$ cat src/rtl/soi_pkg.sv
// Constants and carrier types for the safety output interlock logic.
// Assumes a single 20 MHz system clock and synchronous active-low reset.
// Behaviour
// Clear field, no holds: both outputs on
// Switch-off condition forces both outputs off
// Internal fault forces outputs off
// Controller goes safe if either output off
// Controller evaluates both channels separately
// Controller checks channel discrepancy time
// Reset button present enables restart interlock
// Interlock holds outputs off after powerup/interruption
// Press then release with clear field enables
// Machine restart needs separate start press
// One reset pushbutton per system
// Check contactor feedback before re-enabling
// Missing feedback level keeps outputs off
// Alignment aid active holds outputs off
// Momentary button press-release toggles alignment aid
// Maintained switch closed means alignment on
// Debounce, synchronise, act on release edge
// Outputs off until startup checks done
package soi_pkg;
	localparam int unsigned CLK_HZ          = 20_000_000;
	localparam int unsigned DEBOUNCE_US     = 10_000;
	localparam int unsigned DEBOUNCE_CYC    = (DEBOUNCE_US * (CLK_HZ / 1_000_000));
	localparam int unsigned STARTUP_US      = 1_000;
	localparam int unsigned STARTUP_CYC     = (STARTUP_US * (CLK_HZ / 1_000_000));
	localparam logic [1:0]  BTN_IDLE        = 2'h0;

	// Output decision states, one-hot
	typedef enum logic [4:0] {
		SOI_ST_STARTUP = 5'h01,
		SOI_ST_OFF     = 5'h02,
		SOI_ST_WAIT    = 5'h04,
		SOI_ST_ON      = 5'h08,
		SOI_ST_LOCK    = 5'h10
	} soi_state_e;

	typedef struct packed {
		logic field_clear;
		logic int_fault;
		logic feedback_closed;
	} soi_sense_s;

	typedef struct packed {
		logic safety_switch_output_a;
		logic safety_switch_output_b;
	} soi_out_s;
endpackage

$ cat src/rtl/soi_debounce.sv
// Synchroniser and debouncer for one pushbutton contact.
// Assumes raw input may bounce; emits the stable level and a release pulse.
`timescale 1ns/1ps
`default_nettype none
module soi_debounce #(
	parameter int unsigned CYCLES = soi_pkg::DEBOUNCE_CYC
) (
	// Clock and reset
	input  wire logic clk_sys,
	input  wire logic rstn,
	// Contact
	input  wire logic raw_in,
	output var  logic level,
	output var  logic release_pulse
);
	localparam int unsigned CW = $clog2(CYCLES + 1);
	// Elaboration check: a zero count would never validate a level
	if (CYCLES < 1) begin
		$error("CYCLES must be at least 1");
	end

	typedef struct packed {
		logic          s1;
		logic          s2;
		logic [CW-1:0] cnt;
		logic          stable;
		logic          rel;
	} soi_db_s;

	soi_db_s st_ff;
	soi_db_s nxt_st;

	always_comb begin
		nxt_st     = st_ff;
		nxt_st.s1  = raw_in;
		nxt_st.s2  = st_ff.s1;
		nxt_st.rel = 1'b0;
		if (st_ff.s2 == st_ff.stable) begin
			nxt_st.cnt = '0;
		end else if (st_ff.cnt == CW'(CYCLES - 1)) begin
			nxt_st.cnt    = '0;
			nxt_st.stable = st_ff.s2;
			nxt_st.rel    = st_ff.stable & ~st_ff.s2;
		end else begin
			nxt_st.cnt = st_ff.cnt + CW'(1);
		end
	end

	always_ff @(posedge clk_sys) begin
		if (!rstn) begin
			st_ff <= '0;
		end else begin
			st_ff <= nxt_st;
		end
	end

	assign level         = st_ff.stable;
	assign release_pulse = st_ff.rel;

	release_only_a: assert property (@(posedge clk_sys) disable iff (!rstn)
		release_pulse |-> ($past(level) && !level)) else $error("release pulse without falling level");
endmodule
`default_nettype wire

$ cat src/rtl/soi_interlock.sv
// Output decision logic: drives two redundant safety switching outputs.
// Assumes field, fault and feedback inputs are synchronous to clk_sys.
`timescale 1ns/1ps
`default_nettype none
module soi_interlock #(
	parameter int unsigned DEBOUNCE_CYC = soi_pkg::DEBOUNCE_CYC,
	parameter int unsigned STARTUP_CYC  = soi_pkg::STARTUP_CYC
) (
	// Clock and reset
	input  wire logic           clk_sys,
	input  wire logic           rstn,
	// Field and device status
	input  wire soi_pkg::soi_sense_s sense,
	// Configuration straps
	input  wire logic           reset_button_present,
	input  wire logic           feedback_monitor_en,
	input  wire logic           alignment_is_switch,
	// Operator contacts
	input  wire logic           reset_button_raw,
	input  wire logic           alignment_switch_contact,
	// Outputs
	output var  soi_pkg::soi_out_s outs,
	output var  logic           alignment_aid_on,
	output var  logic           reset_required,
	output var  logic           contactor_fault
);
	localparam int unsigned SW = $clog2(STARTUP_CYC + 1);
	// Elaboration check: start-up must last at least one cycle
	if (STARTUP_CYC < 1) begin
		$error("STARTUP_CYC must be at least 1");
	end

	typedef struct packed {
		soi_pkg::soi_state_e state;
		logic [SW-1:0]       start_cnt;
		logic                align_tog;
		logic                cfg_restart;
		logic                cfg_edm;
		logic                cfg_sw;
		logic                out_a;
		logic                out_b;
		logic                edm_fail;
	} soi_main_s;

	soi_main_s st_ff;
	soi_main_s nxt_st;

	logic rst_release;
	logic al_level;
	logic al_release;
	logic align_active;
	logic hold_off;

	soi_debounce #(.CYCLES(DEBOUNCE_CYC)) u_db_reset (
		.clk_sys      (clk_sys),
		.rstn         (rstn),
		.raw_in       (reset_button_raw),
		.level        (),
		.release_pulse(rst_release)
	);

	soi_debounce #(.CYCLES(DEBOUNCE_CYC)) u_db_align (
		.clk_sys      (clk_sys),
		.rstn         (rstn),
		.raw_in       (alignment_switch_contact),
		.level        (al_level),
		.release_pulse(al_release)
	);

	// Maintained switch follows contact; momentary button toggles
	assign align_active = st_ff.cfg_sw ? al_level : st_ff.align_tog;
	assign hold_off     = ~sense.field_clear | sense.int_fault | align_active;

	always_comb begin
		nxt_st       = st_ff;
		nxt_st.out_a = 1'b0;
		nxt_st.out_b = 1'b0;
		if (!st_ff.cfg_sw && al_release) begin
			nxt_st.align_tog = ~st_ff.align_tog;
		end
		case (st_ff.state)
			soi_pkg::SOI_ST_STARTUP: begin
				// Straps captured while start-up checks run
				nxt_st.cfg_restart = reset_button_present;
				nxt_st.cfg_edm     = feedback_monitor_en;
				nxt_st.cfg_sw      = alignment_is_switch;
				if (st_ff.start_cnt == SW'(STARTUP_CYC - 1)) begin
					nxt_st.state = soi_pkg::SOI_ST_OFF;
				end else begin
					nxt_st.start_cnt = st_ff.start_cnt + SW'(1);
				end
			end
			soi_pkg::SOI_ST_OFF: begin
				// Contactor must show closed-contact level once outputs are off
				if (st_ff.cfg_edm && !sense.feedback_closed) begin
					nxt_st.edm_fail = 1'b1;
				end else if (st_ff.cfg_edm) begin
					nxt_st.edm_fail = 1'b0;
				end
				if (!hold_off && !(st_ff.cfg_edm && !sense.feedback_closed)) begin
					nxt_st.state = st_ff.cfg_restart ? soi_pkg::SOI_ST_LOCK : soi_pkg::SOI_ST_ON;
				end
			end
			soi_pkg::SOI_ST_LOCK: begin
				if (hold_off || (st_ff.cfg_edm && !sense.feedback_closed)) begin
					nxt_st.state = soi_pkg::SOI_ST_OFF;
				end else if (rst_release) begin
					nxt_st.state = soi_pkg::SOI_ST_ON;
				end
			end
			soi_pkg::SOI_ST_ON: begin
				if (hold_off) begin
					nxt_st.state = soi_pkg::SOI_ST_OFF;
				end else begin
					nxt_st.out_a = 1'b1;
					nxt_st.out_b = 1'b1;
				end
			end
			default: begin
				nxt_st.state = soi_pkg::SOI_ST_OFF;
			end
		endcase
		// Immediate switch-off path independent of the state
		if (hold_off) begin
			nxt_st.out_a = 1'b0;
			nxt_st.out_b = 1'b0;
		end
		if (st_ff.state != soi_pkg::SOI_ST_ON) begin
			nxt_st.out_a = 1'b0;
			nxt_st.out_b = 1'b0;
		end
	end

	always_ff @(posedge clk_sys) begin
		if (!rstn) begin
			st_ff       <= '0;
			st_ff.state <= soi_pkg::SOI_ST_STARTUP;
		end else begin
			st_ff <= nxt_st;
		end
	end

	assign outs.safety_switch_output_a = st_ff.out_a;
	assign outs.safety_switch_output_b = st_ff.out_b;
	assign alignment_aid_on            = align_active;
	assign reset_required              = (st_ff.state == soi_pkg::SOI_ST_LOCK);
	assign contactor_fault             = st_ff.edm_fail;

	// Assertions
	field_off_a: assert property (@(posedge clk_sys) disable iff (!rstn)
		!sense.field_clear |=> !outs.safety_switch_output_a && !outs.safety_switch_output_b)
		else $error("outputs on after interruption");
	fault_off_a: assert property (@(posedge clk_sys) disable iff (!rstn)
		sense.int_fault |=> !outs.safety_switch_output_a) else $error("output on during fault");
	align_off_a: assert property (@(posedge clk_sys) disable iff (!rstn)
		align_active |=> !outs.safety_switch_output_b) else $error("output on during alignment");
	on_needs_state_a: assert property (@(posedge clk_sys) disable iff (!rstn)
		$rose(outs.safety_switch_output_a) |-> $past(st_ff.state == soi_pkg::SOI_ST_ON, 1))
		else $error("output rose outside on state");
	lock_release_a: assert property (@(posedge clk_sys) disable iff (!rstn)
		(st_ff.state == soi_pkg::SOI_ST_LOCK) ##1 (st_ff.state == soi_pkg::SOI_ST_ON) |-> $past(rst_release))
		else $error("interlock left without reset release");
	lock_enter_a: assert property (@(posedge clk_sys) disable iff (!rstn)
		(st_ff.state == soi_pkg::SOI_ST_OFF) && st_ff.cfg_restart |=> st_ff.state != soi_pkg::SOI_ST_ON)
		else $error("interlock bypassed");
	no_lock_a: assert property (@(posedge clk_sys) disable iff (!rstn)
		!st_ff.cfg_restart |-> st_ff.state != soi_pkg::SOI_ST_LOCK) else $error("interlock without button");
	edm_hold_a: assert property (@(posedge clk_sys) disable iff (!rstn)
		(st_ff.state == soi_pkg::SOI_ST_OFF) && st_ff.cfg_edm && !sense.feedback_closed
		|=> st_ff.state == soi_pkg::SOI_ST_OFF && contactor_fault) else $error("welded contactor ignored");
	startup_off_a: assert property (@(posedge clk_sys) disable iff (!rstn)
		st_ff.state == soi_pkg::SOI_ST_STARTUP |-> !outs.safety_switch_output_a && !outs.safety_switch_output_b)
		else $error("output on during start-up");
	toggle_a: assert property (@(posedge clk_sys) disable iff (!rstn)
		!st_ff.cfg_sw && al_release |=> st_ff.align_tog != $past(st_ff.align_tog))
		else $error("alignment did not toggle");
	// A debounced switch closure needs the raw contact closed over the whole window
	switch_follow_a: assert property (@(posedge clk_sys) disable iff (!rstn)
		st_ff.cfg_sw && $rose(al_level)
		|-> alignment_aid_on && $past(alignment_switch_contact, 3) && $past(alignment_switch_contact, 6))
		else $error("alignment not following switch");
	pair_equal_a: assert property (@(posedge clk_sys) disable iff (!rstn)
		outs.safety_switch_output_a == outs.safety_switch_output_b) else $error("output channels differ");
	lock_off_a: assert property (@(posedge clk_sys) disable iff (!rstn)
		st_ff.state == soi_pkg::SOI_ST_LOCK |-> !outs.safety_switch_output_a && !outs.safety_switch_output_b)
		else $error("output on while interlock waits");
	edm_block_a: assert property (@(posedge clk_sys) disable iff (!rstn)
		(st_ff.state == soi_pkg::SOI_ST_OFF) && st_ff.cfg_edm && !sense.feedback_closed
		|=> !outs.safety_switch_output_a && !outs.safety_switch_output_b)
		else $error("output on with open contactor feedback");
	on_clear_a: assert property (@(posedge clk_sys) disable iff (!rstn)
		(st_ff.state == soi_pkg::SOI_ST_ON) && !hold_off
		|=> outs.safety_switch_output_a && outs.safety_switch_output_b)
		else $error("outputs off with clear field");

	cov_on_c: cover property (@(posedge clk_sys) disable iff (!rstn) $rose(outs.safety_switch_output_a));
	cov_lock_c: cover property (@(posedge clk_sys) disable iff (!rstn)
		(st_ff.state == soi_pkg::SOI_ST_LOCK) ##1 (st_ff.state == soi_pkg::SOI_ST_ON));
	cov_edm_c: cover property (@(posedge clk_sys) disable iff (!rstn) $rose(contactor_fault));
	cov_align_c: cover property (@(posedge clk_sys) disable iff (!rstn) $rose(alignment_aid_on));
endmodule
`default_nettype wire

$ cat config.mk
export PLATFORM = sky130hd
export DESIGN_NAME = soi_interlock
export DESIGN_NICKNAME = d
export VERILOG_FILES = /design/src/rtl/soi_pkg.sv /design/src/rtl/soi_debounce.sv /design/src/rtl/soi_interlock.sv
export SDC_FILE = /design/constraint.sdc
export NUM_CORES = 1
export LEC_CHECK = 0
export ABC_AREA = 1
export BUFFER_PORTS_ARGS = -buffer_cell sky130_fd_sc_hd__buf_2
export CORE_MARGIN = 2
export CORE_UTILIZATION = 61
export DETAILED_ROUTE_END_ITERATION = 10
export HOLD_SLACK_MARGIN = 0.1
export MAX_ROUTING_LAYER = met4
export PLACE_DENSITY = 0.83
export RECOVER_POWER = 25
export SYNTH_ARGS = -nofsm -noshare
export SYNTH_HDL_FRONTEND = slang
export SYNTH_HIERARCHICAL = 1
export SYNTH_SLANG_ARGS = --single-unit
$ cat constraint.sdc
create_clock -name clk_sys -period 2.1 [get_ports clk_sys]
set_clock_uncertainty 0.15 [all_clocks]
set_input_delay 0.105 -clock clk_sys [delete_from_list [all_inputs] [get_ports clk_sys]]
set_output_delay 0.105 -clock clk_sys [all_outputs]
set_load 0.1 [all_outputs]
==> metrics.md <==
| Metric | Value |
|---|---|
| Core area | `5574 um2` |
| Share of cells above drive strength 1 | `8.642%` |
| Most frequent cells in the layout | `nand2_1 (129), nor2_1 (112), dfxtp_1 (69)` |
| Vias | `3386` |
| Min Tclk post-route | `1.920 ns` |
| # resized after CTS | `0` |
| Netlist Area Pre-Place | `3582 um2` |
| Simple-gate area share of the yosys netlist | `40.45%` |
| Die extent in y | `80.63 um` |
| Critical path fanouts, max | `5` |
| Post-Synth XOR/XNOR Area | `5.134%` |
| Hold_ws | `0.2716 ns` |
| Worst-Skew Late Latency | `0.35 ns` |
| Synthesis-to-finish area growth | `11.70%` |
| Critical path startpoint category | `register` |
| Max Fclk | `520.8 MHz` |
| IO Count | `15` |
| Antenna violations before repair | `0` |
| DIE AREA | `6501 um2` |
| Number of DRC markers in iteration 0 | `207` |
| Max_cap viols | `0` |
| Post-Synth Adder-Cell Area | `1.746%` |
| Lkg Pwr | `1.487 nW` |
| Power Dens Cells | `640.4 nW/um2` |
| Post-route ant nets | `0` |
| Max clock buf depth | `2` |
| YS warnings | `6` |
| Yosys reg bits | `69` |
| Vias in the first global route | `3275` |
| Synth Area in Compound Gates | `5.030%` |
| Pre-antenna DRT Iters | `4` |
| Pwr Total | `0.002562 W` |
| Largest family of logic cells by synthesized area | `simple AND/OR/NAND/NOR gates` |
| Fin. max-slew vios | `0` |
| Final setup vio count | `0` |
| TNS Setup | `0 ns` |
| Mux cell area share after synthesis | `0%` |
| Max IR drop VDD | `0.6464 mV` |
| Most common cell after layout, fill and taps aside | `nand2_1` |
| Final Hold Fails | `0` |
| Least-Margin Pin Slew | `1.181 ns` |
| Fillers | `459` |
| Post-Syn Instances | `530` |
| Total setup buffers inserted after CTS | `0` |
| Clk sinks | `69` |
| Root buf cell | `clkbuf_8` |
| RSZ-0062 raised after global routing | `no` |
| Number of remaining DRC errors | `0` |
| Nets | `577` |
| TritonCTS buffer count | `9` |
| Final wirelength | `7.752 mm` |
| Post-layout util | `71.78%` |
| Total grt overflow | `0` |
| Avg Inst Size Synth | `6.759 um2` |
| Largest net degree at the start of global routing | `25` |
| WS Path Type | `register to register` |
| Synthesized Nets | `545` |
| Worst rel slew slack | `21.61%` |
| Register area share after synthesis | `38.56%` |
| CTS tree | `built` |
| Rows | `27` |
| Total track usage | `27.11%` |
| CTS clk-pin slew, worst paths | `0.08 ns` |
| Tcrit/Tclk final | `91.43%` |
| Crit. End Element | `register` |
| Starting density of the core | `64.26%` |
| First-pass GRT wire length | `13.27 mm` |
| Ant diodes | `0` |
| Port buffer count | `14` |
| Placed inst area | `3679 um2` |
| Drt wl/cell | `12.13 um` |
| Synth cell types | `26` |
| Worst path arrival time | `2.02 ns` |
| Die span in x | `80.63 um` |
| Final HPWL DP | `5.271 mm` |
| RePlAce Congestion | `0.9066` |
| Type of the worst min-delay path | `input pin to register` |
| Vias per std cell | `5.299` |
| Status | `complete, no violations` |
| Design area | `4001 um2` |
| Worst path required time | `2.20 ns` |
| H-tree depth | `3` |
per-layer routing:
metal / vias to the layer above / routed length (um) / GRT usage (%)
li1: 1726 / - / -
met1: 1557 / 3426 / 28.90
met2: 84 / 3801 / 47.75
met3: 19 / 341 / 4.607
met4: 0 / 183 / 14.75
met5: - / 0 / -
power breakdown:
| part | leakage (nW) | internal [W] | switching, W | total [W] |
|---|---|---|---|---|
| logic | 0.824 | 0.0000374 | 0.0000506 | 0.0000880 |
| clock network | 0.106 | 0.000645 | 0.000500 | 0.00114 |
| registers | 0.558 | 0.00132 | 0.00000945 | 0.00133 |
| total | 1.49 | 0.00200 | 0.000560 | 0.00256 |
worst max-delay path: stages, from the launching register on:
cell,delay (ns)
dfxtp_1,0.36
inv_2,0.08
nand2_2,0.07
nor3_4,0.26
inv_1,0.14
o21ai_0,0.15
dlygate4sd3_1,0.57
a21oi_1,0.04
state kept, by name, indices dropped and copies added, names as in the netlist:
| signal | flops |
|---|---|
| contactor_fault | 1 |
| outs | 1 |
| st_ff | 23 |
| u_db_align/level | 1 |
| u_db_align/nxt_st | 1 |
| u_db_align/release_pulse | 1 |
| u_db_align/st_ff | 19 |
| u_db_reset/level | 1 |
| u_db_reset/nxt_st | 1 |
| u_db_reset/release_pulse | 1 |
| u_db_reset/st_ff | 19 |
final timing paths:
path | startpoint | to | slack, ns | cells after the start
hold / removal | sense[2] | st_ff[23] | 0.27 | 8
hold reg to reg | u_db_align/nxt_st[20] | u_db_align/st_ff[20] | 0.28 | 2
setup / recovery | st_ff[26] | st_ff[3] | 0.18 | 7
setup reg to reg | st_ff[26] | st_ff[3] | 0.18 | 7
per-stage QoR:
step / std cells / setup WS (ns)
3_5_place_dp: 609 / 0.3193
6_report: 639 / 0.1799
2_1_floorplan: 530 / 0.5672
3_3_place_gp: 609 / 0.4219
5_1_grt: 639 / 0.08048
4_1_cts: 639 / 0.2135
kinds of logic after synthesis:
| kind of cell | after synthesis |
|---|---|
| AND/OR/NAND/NOR | 323 |
| buffers and inverters | 76 |
| flip-flops | 69 |
| AO/OA/AOI/OAI | 36 |
| XOR/XNOR | 21 |
| adder cells (fa/ha/maj) | 5 |
cell type report:
type,count,area (um2),area share [%]
Multi-Input combinational cell,385,1851,46.25
Sequential cell,69,1381,34.52
Inverter,69,261.5,6.535
Timing Repair Buffer,28,206.4,5.159
Clock buffer,13,168.9,4.221
Tap cell,72,90.09,2.251
Clock inverter,3,42.54,1.063
synth_stat cells:
library cell,count,area (um2)
o21ai_0,12,60.06
clkinv_1,1,3.750
nand3b_1,1,7.510
nand3_1,32,160.2
nand2_2,5,31.28
a21oi_1,24,120.1
inv_1,65,244.0
inv_2,2,7.510
ha_1,5,62.56
nor3_4,1,16.27
nor3_1,8,40.04
nor2_2,8,50.05
xor2_1,16,140.1
clkbuf_1,1,3.750
buf_6,4,45.04
nor2_1,108,405.4
nor3_2,2,20.02
nand4_1,18,112.6
nand2_1,127,476.7
inv_4,1,6.260
nand3_2,8,80.08
nor3b_1,2,15.01
buf_4,2,15.01
dfxtp_1,69,1381
xnor2_1,5,43.79
nand2_4,3,33.78
repair_timing:
item	in CTS	in global routing
endpoints found under the setup margin	0	0
hold buffers	14	0
hold endpoints to repair	25	0
(Power assumes the default switching activity.)
